<file path="config.mk">
export PLATFORM = sky130hd
export DESIGN_NAME = tcom_compare_outputs
export DESIGN_NICKNAME = d
export VERILOG_FILES = /design/src/verilog/tcom_pkg.sv /design/src/verilog/tcom_compare_outputs.sv
export SDC_FILE = /design/constraint.sdc
export NUM_CORES = 1
export LEC_CHECK = 0
export ABC_AREA = 1
export BUFFER_PORTS_ARGS = -buffer_cell sky130_fd_sc_hd__clkbuf_2
export CAP_MARGIN = 10
export CORE_ASPECT_RATIO = 2
export CORE_MARGIN = 5
export CORE_UTILIZATION = 55
export DETAILED_ROUTE_END_ITERATION = 7
export PLACE_DENSITY = 0.85
export SLEW_MARGIN = 25
export SYNTH_ARGS = -nofsm -noshare
export SYNTH_HDL_FRONTEND = slang
export SYNTH_SLANG_ARGS = --single-unit
</file>
<file path="constraint.sdc">
create_clock -name i_clk -period 5.6 [get_ports i_clk]
set_input_delay 0.56 -clock i_clk [delete_from_list [all_inputs] [get_ports i_clk]]
set_output_delay 0.56 -clock i_clk [all_outputs]
set_load 0.02 [all_outputs]
</file>
<file path="src/verilog/tcom_pkg.sv">
// Constants shared by the timer compare output mode logic.
package tcom_pkg;

	//--------------------------------------------------------------
	// Register map
	//--------------------------------------------------------------
	localparam logic [15:0] TCOM_CH0_CTRL_ADDR  = 16'h2904;
	localparam logic [15:0] TCOM_CH1_CTRL_ADDR  = 16'h2906;
	localparam logic [15:0] TCOM_CH2_CTRL_ADDR  = 16'h2908;
	localparam logic [15:0] TCOM_CTRL_STRIDE    = 16'h0002;
	localparam int          TCOM_NUM_CH         = 3;

	//--------------------------------------------------------------
	// Control low byte fields
	//--------------------------------------------------------------
	localparam int          TCOM_MODE_MSB       = 7;
	localparam int          TCOM_MODE_LSB       = 5;
	localparam int          TCOM_PIN_STATE_BIT  = 3;
	localparam int          TCOM_LEVEL_BIT      = 2;
	localparam logic [7:0]  TCOM_LO_WR_MASK     = 8'hf7;

	//--------------------------------------------------------------
	// Control high byte fields
	//--------------------------------------------------------------
	localparam logic [7:0]  TCOM_HI_WR_MASK     = 8'hc5;

	//--------------------------------------------------------------
	// Reset values
	//--------------------------------------------------------------
	localparam logic [7:0]  TCOM_LO_RESET       = 8'h00;
	localparam logic [7:0]  TCOM_HI_RESET       = 8'h00;
	localparam logic        TCOM_PIN_RESET      = 1'b0;
	localparam logic [7:0]  TCOM_RDATA_RESET    = 8'h00;

	//--------------------------------------------------------------
	// Output modes
	//--------------------------------------------------------------
	localparam logic [2:0]  TCOM_MODE_LEVEL      = 3'h0;
	localparam logic [2:0]  TCOM_MODE_SET        = 3'h1;
	localparam logic [2:0]  TCOM_MODE_TOG_RESET  = 3'h2;
	localparam logic [2:0]  TCOM_MODE_SET_RESET  = 3'h3;
	localparam logic [2:0]  TCOM_MODE_TOGGLE     = 3'h4;
	localparam logic [2:0]  TCOM_MODE_RESET      = 3'h5;
	localparam logic [2:0]  TCOM_MODE_TOG_SET    = 3'h6;
	localparam logic [2:0]  TCOM_MODE_RESET_SET  = 3'h7;

	//--------------------------------------------------------------
	// Pin action applied at a match
	//--------------------------------------------------------------
	typedef enum logic [1:0] {
		TCOM_ACT_HOLD,
		TCOM_ACT_HIGH,
		TCOM_ACT_LOW,
		TCOM_ACT_INVERT
	} tcom_act_e;

endpackage

</file>
<file path="src/verilog/tcom_compare_outputs.sv">
// Three-channel timer compare output mode logic with its control registers.
//
// The plain strobed port was left to the implementer.
`timescale 1ns/10ps

module tcom_compare_outputs
	import tcom_pkg::*;
#(
	parameter int CNT_W = 16
) (
	// Clock, reset and enable
	input  wire logic             i_clk,
	input  wire logic             i_reset,
	input  wire logic             i_ce,
	// Timer interface
	input  wire logic             i_timer_clear,
	input  wire logic [CNT_W-1:0] i_timer_count_value,
	input  wire logic [CNT_W-1:0] i_period_compare_value,
	input  wire logic [CNT_W-1:0] i_channel_compare_value_1,
	input  wire logic [CNT_W-1:0] i_channel_compare_value_2,
	// Register port
	input  wire logic [15:0]      i_addr,
	input  wire logic [7:0]       i_wdata,
	input  wire logic             i_wr,
	input  wire logic             i_rd,
	output logic      [7:0]       o_rdata,
	// Pins
	output logic                  o_period_channel_pin,
	output logic      [1:0]       o_channel_output_pin
);

	//--------------------------------------------------------------
	// Helpers
	//--------------------------------------------------------------

	// Finds which channel a byte address belongs to, and whether it hits the map.
	function automatic logic [2:0] tcom_decode(input logic [15:0] addr);
		logic [15:0] off;
		logic [2:0]  res;
		off = addr - TCOM_CH0_CTRL_ADDR;
		res = 3'h0;
		if (addr >= TCOM_CH0_CTRL_ADDR &&
		    addr <= TCOM_CH2_CTRL_ADDR + TCOM_CTRL_STRIDE - 16'h0001) begin
			// Bit 2 flags a hit, bit 1 the channel MSB, bit 0 the channel LSB.
			res = {1'b1, 2'(off[15:1])};
		end
		return res;
	endfunction

	// Action a mode takes on a channel's own match.
	function automatic tcom_act_e tcom_own_act(input logic [2:0] mode, input logic is_ch0);
		tcom_act_e act;
		act = TCOM_ACT_HOLD;
		case (mode)
			TCOM_MODE_SET: begin
				act = TCOM_ACT_HIGH;
			end
			TCOM_MODE_TOG_RESET: begin
				act = is_ch0 ? TCOM_ACT_HOLD : TCOM_ACT_INVERT;
			end
			TCOM_MODE_SET_RESET: begin
				act = is_ch0 ? TCOM_ACT_HOLD : TCOM_ACT_HIGH;
			end
			TCOM_MODE_TOGGLE: begin
				act = TCOM_ACT_INVERT;
			end
			TCOM_MODE_RESET: begin
				act = TCOM_ACT_LOW;
			end
			TCOM_MODE_TOG_SET: begin
				act = is_ch0 ? TCOM_ACT_HOLD : TCOM_ACT_INVERT;
			end
			TCOM_MODE_RESET_SET: begin
				act = is_ch0 ? TCOM_ACT_HOLD : TCOM_ACT_LOW;
			end
			default: begin
				act = TCOM_ACT_HOLD;
			end
		endcase
		return act;
	endfunction

	// Action a mode takes on a channel-0 match, for channels 1 and 2.
	function automatic tcom_act_e tcom_period_act(input logic [2:0] mode);
		tcom_act_e act;
		act = TCOM_ACT_HOLD;
		case (mode)
			TCOM_MODE_TOG_RESET: begin
				act = TCOM_ACT_LOW;
			end
			TCOM_MODE_SET_RESET: begin
				act = TCOM_ACT_LOW;
			end
			TCOM_MODE_TOG_SET: begin
				act = TCOM_ACT_HIGH;
			end
			TCOM_MODE_RESET_SET: begin
				act = TCOM_ACT_HIGH;
			end
			default: begin
				act = TCOM_ACT_HOLD;
			end
		endcase
		return act;
	endfunction

	//--------------------------------------------------------------
	// Match detection
	//--------------------------------------------------------------

	// A match is taken once, at the edge where equality begins, so a
	// stalled count does not retoggle the pin every cycle.
	logic [CNT_W-1:0] cmp_val [TCOM_NUM_CH];
	logic [2:0]       eq_now;
	logic [2:0]       eq_prev_q;
	logic [2:0]       eq_prev_d;
	logic [2:0]       hit;

	assign cmp_val[0] = i_period_compare_value;
	assign cmp_val[1] = i_channel_compare_value_1;
	assign cmp_val[2] = i_channel_compare_value_2;

	genvar gi;
	generate
		for (gi = 0; gi < TCOM_NUM_CH; gi++) begin : g_eq
			assign eq_now[gi] = (i_timer_count_value == cmp_val[gi]);
		end
	endgenerate

	always_comb begin
		eq_prev_d = eq_prev_q;
		hit       = 3'h0;
		if (i_ce) begin
			eq_prev_d = eq_now;
			hit       = eq_now & ~eq_prev_q;
		end
	end

	always_ff @(posedge i_clk) begin
		if (i_reset) begin
			eq_prev_q <= 3'h0;
		end else begin
			eq_prev_q <= eq_prev_d;
		end
	end

	//--------------------------------------------------------------
	// Control registers
	//--------------------------------------------------------------

	logic [7:0] ctrl_lo_q [TCOM_NUM_CH];
	logic [7:0] ctrl_lo_d [TCOM_NUM_CH];
	logic [7:0] ctrl_hi_q [TCOM_NUM_CH];
	logic [7:0] ctrl_hi_d [TCOM_NUM_CH];
	logic [2:0] wr_dec;
	logic [2:0] rd_dec;
	logic [2:0] mode [TCOM_NUM_CH];
	logic [2:0] pin_q;
	logic [2:0] pin_d;

	assign wr_dec = tcom_decode(i_addr);
	assign rd_dec = tcom_decode(i_addr);

	generate
		for (gi = 0; gi < TCOM_NUM_CH; gi++) begin : g_ctrl
			assign mode[gi] = ctrl_lo_q[gi][TCOM_MODE_MSB:TCOM_MODE_LSB];

			always_comb begin
				ctrl_lo_d[gi] = ctrl_lo_q[gi];
				ctrl_hi_d[gi] = ctrl_hi_q[gi];
				if (i_ce && i_wr && wr_dec[2] && wr_dec[1:0] == 2'(gi)) begin
					if (i_addr[0] == TCOM_CH0_CTRL_ADDR[0]) begin
						ctrl_lo_d[gi] = i_wdata & TCOM_LO_WR_MASK;
					end else begin
						ctrl_hi_d[gi] = i_wdata & TCOM_HI_WR_MASK;
					end
				end
			end

			always_ff @(posedge i_clk) begin
				if (i_reset) begin
					ctrl_lo_q[gi] <= TCOM_LO_RESET;
					ctrl_hi_q[gi] <= TCOM_HI_RESET;
				end else begin
					ctrl_lo_q[gi] <= ctrl_lo_d[gi];
					ctrl_hi_q[gi] <= ctrl_hi_d[gi];
				end
			end
		end
	endgenerate

	//--------------------------------------------------------------
	// Read port
	//--------------------------------------------------------------

	logic [7:0] rdata_q;
	logic [7:0] rdata_d;
	logic [1:0] rd_ch;

	assign rd_ch = rd_dec[1:0];

	always_comb begin
		rdata_d = TCOM_RDATA_RESET;
		if (!i_ce) begin
			rdata_d = rdata_q;
		end else if (i_rd && rd_dec[2]) begin
			if (i_addr[0] == TCOM_CH0_CTRL_ADDR[0]) begin
				rdata_d = ctrl_lo_q[rd_ch];
				rdata_d[TCOM_PIN_STATE_BIT] = pin_q[rd_ch];
			end else begin
				rdata_d = ctrl_hi_q[rd_ch];
			end
		end
	end

	always_ff @(posedge i_clk) begin
		if (i_reset) begin
			rdata_q <= TCOM_RDATA_RESET;
		end else begin
			rdata_q <= rdata_d;
		end
	end

	//--------------------------------------------------------------
	// Output pins
	//--------------------------------------------------------------

	tcom_act_e act [TCOM_NUM_CH];

	generate
		for (gi = 0; gi < TCOM_NUM_CH; gi++) begin : g_pin
			always_comb begin
				act[gi] = TCOM_ACT_HOLD;
				if (gi != 0 && hit[0] && tcom_period_act(mode[gi]) != TCOM_ACT_HOLD) begin
					act[gi] = tcom_period_act(mode[gi]);
				end else if (hit[gi]) begin
					act[gi] = tcom_own_act(mode[gi], gi == 0);
				end
			end

			always_comb begin
				pin_d[gi] = pin_q[gi];
				if (i_ce) begin
					if (mode[gi] == TCOM_MODE_LEVEL) begin
						pin_d[gi] = ctrl_lo_q[gi][TCOM_LEVEL_BIT];
					end else if (i_timer_clear) begin
						pin_d[gi] = TCOM_PIN_RESET;
					end else begin
						case (act[gi])
							TCOM_ACT_HIGH: begin
								pin_d[gi] = 1'b1;
							end
							TCOM_ACT_LOW: begin
								pin_d[gi] = 1'b0;
							end
							TCOM_ACT_INVERT: begin
								pin_d[gi] = ~pin_q[gi];
							end
							default: begin
								pin_d[gi] = pin_q[gi];
							end
						endcase
					end
				end
			end
		end
	endgenerate

	always_ff @(posedge i_clk) begin
		if (i_reset) begin
			pin_q <= {TCOM_NUM_CH{TCOM_PIN_RESET}};
		end else begin
			pin_q <= pin_d;
		end
	end

	assign o_rdata              = rdata_q;
	assign o_period_channel_pin = pin_q[0];
	assign o_channel_output_pin = pin_q[2:1];

endmodule // tcom_compare_outputs

</file>
# After elaboration in Yosys (flattened, before gate mapping)
# Memory sizes are Yosys's and may differ from the RTL's.
# Index checks and enable logic that the tools add are counted.
# Widths: inputs -> output; s select.
[op_classes]
n_addsub = 1
magnitude_cmp = 3
n_eq_ne = 37
n_mux = 46
bitwise = 11
n_reduce_logical = 34
[ops]
columns = ["op", "n"]
rows = [
  ["$mux 8", 20],
  ["$eq 16x16->1", 3],
  ["$eq 3x3->1 const B", 10],
  ["$pmux 2 s3", 3],
  ["$ge 16x14->1 const B", 1],
  ["$le 16x14->1 const B", 1],
  ["$reduce_or 2->1", 8],
  ["$reduce_bool 5->1", 3],
  ["$eq 2x2->1 const B", 7],
  ["$eq 3x2->1 const B", 4],
  ["$mux 1", 10],
  ["$mux 2", 5],
  ["$eq 3x1->1 const B", 3],
  ["$logic_and 1x1->1", 9],
  ["$logic_not 3->1", 3],
  ["$pmux 1 s3", 3],
  ["$reduce_and 3->1", 3],
  ["$eq 2x1->1 const B", 4],
  ["$pmux 2 s2", 2],
  ["$mux 3", 2],
  ["$ne 2x2->1 const B", 3],
  ["$or 1x1->1", 6],
  ["$reduce_and 2->1", 3],
  ["$reduce_or 3->1", 2],
  ["9 further kinds", 14],
]
[totals]
register_bits = 14
ram_bits = 48
in_bits = 94
mem_count = 2
[memory_table]
columns = ["memory", "depth", "width", "rd", "rd_clocked_by_memory_dff", "write_ports", "line_no", "rtl"]
rows = [
  ["ctrl_hi_q", 3, 8, 1, 0, 3, "tcom_compare_outputs.sv:153", "logic [7:0] ctrl_hi_q [TCOM_NUM_CH];"],
  ["ctrl_lo_q", 3, 8, 4, 0, 3, "tcom_compare_outputs.sv:151", "logic [7:0] ctrl_lo_q [TCOM_NUM_CH];"],
]

# Logic depth before layout (Yosys ltp)
[depth]
word_depth = 10
ltp_mapped = 20
ltp_nobuf = 20

# Worst setup path before layout
# Ideal clock, no wire load.
[synth_timing]
path_type = "input -> register"
startpoint = "in i_ce"
endpoint = "reg pin_q[1]"
setup_time_ns = 0.086
arrival_ns = 2.692
required_ns = 5.514
path_slack_ns = 2.823
cell_stages = 18
n_path_buf = 1
path_cell_list = "clkbuf_1 nand2_1 nor2_1 nand2_1 nor2_1 nand2_1 nor2_1 nand2_1 nor2_1 inv_1 nor2_1 inv_1 nand3_1 inv_1 ha_1 o41ai_1 a211oi_1 a211oi_1"
[synth_via]
elab_chain_len = 7
[synth_lines]
columns = ["item", "line_no", "rtl"]
rows = [
  ["from (decl)", "tcom_compare_outputs.sv:14", "input wire logic i_ce,"],
  ["$mux 3", "tcom_compare_outputs.sv:133", "if (i_ce) begin"],
  ["$mux 2 / $logic_and 1x1->1 (equally long branches)", "tcom_compare_outputs.sv:236, tcom_compare_outputs.sv:234", ""],
  ["$mux 2", "tcom_compare_outputs.sv:234", "if (gi != 0 && hit[0] && tcom_period_act(mode[gi]) != TCOM_ACT_HOLD) begin"],
  ["$eq 2x2->1 / $eq 2x1->1 (equally long branches)", "tcom_compare_outputs.sv:249", "case (act[gi])"],
  ["$pmux 1 s3", "tcom_compare_outputs.sv:249", ""],
  ["$mux 1", "tcom_compare_outputs.sv:246", "end else if (i_timer_clear) begin"],
  ["$mux 1", "tcom_compare_outputs.sv:244", "if (mode[gi] == TCOM_MODE_LEVEL) begin"],
  ["to (signal assigned)", "tcom_compare_outputs.sv:271", "pin_q <= {TCOM_NUM_CH{TCOM_PIN_RESET}};"],
  ["to (signal assigned)", "tcom_compare_outputs.sv:273", "pin_q <= pin_d;"],
  ["to (decl)", "tcom_compare_outputs.sv:158", "logic [2:0] pin_q;"],
]
# Parallel ways exist; a longest one is shown, timed or not.
# A chain may end at the register's enable or synchronous reset.

# Worst setup path in the final report
[layout_timing]
startpoint = "in i_timer_count_value[6]"
endpoint = "reg pin_q[1]"
[layout_via]
elab_chain_len = 9
[layout_lines]
columns = ["item", "line_no", "rtl"]
rows = [
  ["from (decl)", "tcom_compare_outputs.sv:17", "input wire logic [CNT_W-1:0] i_timer_count_value,"],
  ["$eq 16x16->1", "tcom_compare_outputs.sv:126", "assign eq_now[gi] = (i_timer_count_value == cmp_val[gi]);"],
  ["$and 3x3->3 *", "tcom_compare_outputs.sv:135", "hit = eq_now & ~eq_prev_q;"],
  ["$mux 3 *", "tcom_compare_outputs.sv:133", ""],
  ["$mux 2 / $logic_and 1x1->1 (equally long branches)", "tcom_compare_outputs.sv:236, tcom_compare_outputs.sv:234", ""],
  ["$mux 2 *", "tcom_compare_outputs.sv:234", ""],
  ["$eq 2x2->1 / $eq 2x1->1 (equally long branches)", "tcom_compare_outputs.sv:249", ""],
  ["$pmux 1 s3", "tcom_compare_outputs.sv:249", ""],
  ["$mux 1", "tcom_compare_outputs.sv:246", ""],
  ["$mux 1", "tcom_compare_outputs.sv:244", ""],
]
# Mark *: on every way between the ends. The rest lies on a longest branch, timed or not.

==> impl_metrics.json <==
{
  "status": "complete, no violations",
  "antenna_left": 0,
  "grt_overflow": 0,
  "synth_flop_cell": "dfxtp_1",
  "die_w_um": 64.5,
  "clockBufferDepth": 2,
  "synth.avg_cell_area_um2": 6.34,
  "holdBufCountCts": 0,
  "post_cts_resized": 0,
  "worstPathArrival_ns": 3.23,
  "cellLeakagePower_uw": 0.00215,
  "power.share.switching_pct": 23.4,
  "cts_tree": "done",
  "start_util_pct": 56.7,
  "dieArea_um2": 7670,
  "rrSetupSlack_ns": 3.52,
  "synthCells": 515,
  "worstReg2RegEnd": "pin_q[1]$_SDFFE_PP0P_",
  "synth.distinct_cells": 35,
  "period_share_pct": 54.0,
  "p_clk_share_pct": 43.6,
  "seqPwrFrac_pct": 42.7,
  "vdd_ir_drop_max_mv": 0.254,
  "maxSlewViolCount": 0,
  "clk_pin_slew_ns": 0.06,
  "setup_violations": 0,
  "rsz0062_at_grt": "false",
  "worstPathMaxFanout": 4,
  "tightest_slew_ns": 0.814,
  "htreeDepth": 2,
  "cp_data_required_time_ns": 5.80,
  "hpwl_mm": 8.03,
  "synth-compound-area-share_pct": 16.3,
  "finalHoldViolations": 0,
  "clk_latency_ns": 0.29,
  "first_iter_violations": 253,
  "start_kind": "primary input",
  "insertedDiodeCount": 0,
  "drive_gt1_share_pct": 20.6,
  "p_int_uw": 637,
  "wl_mm": 9.81,
  "io_pins": 105,
  "post-cts-setup-buffers": 0,
  "p_per_area_nw_per_um2": 209,
  "vias": 3675,
  "yosys_register_bits": 47,
  "ys_warn_count": 0,
  "route.detailed.drc": 0,
  "max_clock_freq_mhz": 331,
  "p_comb_share_pct": 13.7,
  "max-slew-margin-rel_pct": 45.7,
  "r2r_start": "eq_prev_q[0]$_SDFFE_PP0P_",
  "cts_buffers": 5,
  "routedWlPerCell_um": 14.5,
  "cts_sinks": 47,
  "vias_per_cell": 5.43,
  "min_path_type": "reg -> reg",
  "fin_crit_ns": 3.02,
  "synth_xor_area_share_pct": 2.95,
  "final_common_cell": "nand2_1",
  "finalNetCount": 713,
  "synth.net_count": 613,
  "grt_max_degree": 30,
  "final_util_pct": 69.2,
  "synth.cell_area_um2": 3270,
  "gp_congestion": 0.882,
  "maxCapViolations": 0,
  "grt_pass1_wl_mm": 15.6,
  "drt-pass1-iter-count": 4,
  "worstHoldStart": "o_rdata[1]$_SDFFE_PP0P_",
  "grt_pass1_vias": 3754,
  "skew_ns": 0.00392,
  "whs_endpoint": "o_rdata[1]$_SDFFE_PP0P_",
  "grt_antenna_before_repair": 0,
  "coreArea_um2": 5760,
  "async_flop_share_pct": 0,
  "grt_usage_pct": 25.9,
  "synth_mux_area_share_pct": 0,
  "synth.yosys.seq_area_share_pct": 32.5,
  "synth_top_family_by_area": "simple AND/OR/NAND/NOR gates",
  "p_switching_uw": 194,
  "synth_simple_gate_area_share_pct": 33.3,
  "fin_tns_setup_ns": 0,
  "final_cell_mix": "nand2_1, clkbuf_2, inv_1, nor2_1, dfxtp_1",
  "portBuffers": 103,
  "hold_path_depth": 2,
  "row_count": 39,
  "path_class": "in -> reg",
  "clockRootBuffer": "clkbuf_16",
  "endpoint_kind": "register",
  "die_h_um": 119,
  "reg2regPathDepth": 12,
  "synth-edff-count": 12,
  "synthAdderAreaFrac_pct": 1.53,
  "area_growth_syn_to_layout_pct": 22.0
}
[through the flow]
stage / power (uW) / setup WS, ns / instances / hold slack, ns / cell area, um^2
global placement: 473 / 2.43 / 669 / 0.456 / 3800
global route: 862 / 2.30 / 677 / 0.503 / 3980
CTS: 830 / 2.59 / 677 / 0.470 / 3980
floorplan: 420 / 2.82 / 515 / 0.450 / 3270
detailed placement: 476 / 2.31 / 669 / 0.460 / 3800
finish: 832 / 2.58 / 677 / 0.471 / 3980
[routing by layer]
| metal | vias up | global-route usage [%] | part of all wire [%] |
|---|---|---|---|
| li1 | 1827 | - | - |
| met1 | 1610 | 21.7 | 31 |
| met2 | 183 | 50.2 | 53 |
| met3 | 55 | 3.86 | 7.1 |
| met4 | 0 | 21.5 | 8.6 |
| met5 | - | 0 | 0 |
[area by class of cell]
cell class | count | area, um^2
clock buffer | 7 | 154
clock inverter | 1 | 30.0
fill | 497 | 1770
inverter | 100 | 375
multi-input combinational | 357 | 1760
sequential | 47 | 1060
tap | 61 | 76.3
timing repair buffer | 104 | 523
[logic make-up (layout without fill, tap and decap cells)]
family	Yosys count	in the layout
buf+inv	111	212
flops	47	47
simple gates	254	254
xor+xnor	11	11
compound gates	88	88
fa+ha+maj	4	4
[flip-flops by register name (all words and copies together) (netlist names)]
name,count
pin_q,3
ctrl_hi_q,12
ctrl_lo_q,21
o_rdata,8
eq_prev_q,3
[worst max path at each step]
stage | slack [ns] | startpoint | end
detailed placement | 2.31 | i_timer_count_value[6] | pin_q[1]$_SDFFE_PP0P_
finish | 2.58 | i_timer_count_value[6] | pin_q[1]$_SDFFE_PP0P_
global placement | 2.43 | i_timer_count_value[6] | pin_q[1]$_SDFFE_PP0P_
floorplan | 2.82 | i_ce | pin_q[1]$_SDFFE_PP0P_
global route | 2.30 | i_timer_count_value[6] | pin_q[1]$_SDFFE_PP0P_
CTS | 2.59 | i_timer_count_value[6] | pin_q[1]$_SDFFE_PP0P_
[cell usage after synthesis, types with 2 or more instances]
cell type  count  area (um^2)
nand3_1       25          125
ha_1           4         50.1
clkbuf_1       5         18.8
nand2_1      119          447
a211oi_2       7         87.6
o21a_1         3         22.5
edfxtp_1      12          360
nor4_1         2         12.5
a21oi_1       29          145
buf_6          3         33.8
a211oi_1       3         22.5
nor3_1         9         45.0
o22ai_1        8         50.1
buf_1          2         7.51
o21ai_1        6         30.0
dfxtp_1       35          701
o21ai_0       28          140
inv_1        100          375
nor2_1        81          304
nand4_1        7         43.8
nor2_4         2         22.5
nand2_2        3         18.8
xor2_1        10         87.6
[power groups by stage]
stage | clock [uW] | combinational, uW | sequential, uW
after floorplan | 0 | 56.5 | 363
after global placement | 0 | 111 | 362
after detailed placement | 0 | 113 | 362
after CTS | 361 | 114 | 355
after global routing | 379 | 128 | 355
final | 362 | 114 | 355
[critical path, cell delays in order]
cell,delay [ns]
clkbuf_2,0.10
inv_1,0.08
nand2_1,0.07
nand2_1,0.04
nor2_1,0.25
nand2_1,0.09
nor2_1,0.09
nand2_1,0.09
nor2_1,0.22
nand2_1,0.16
nor2_1,0.16
inv_1,0.07
nor2_1,0.08
inv_1,0.06
nand3_1,0.10
inv_1,0.05
ha_1,0.28
o41ai_1,0.39
a211oi_1,0.09
a211oi_1,0.19
(Power assumes the default switching activity.)
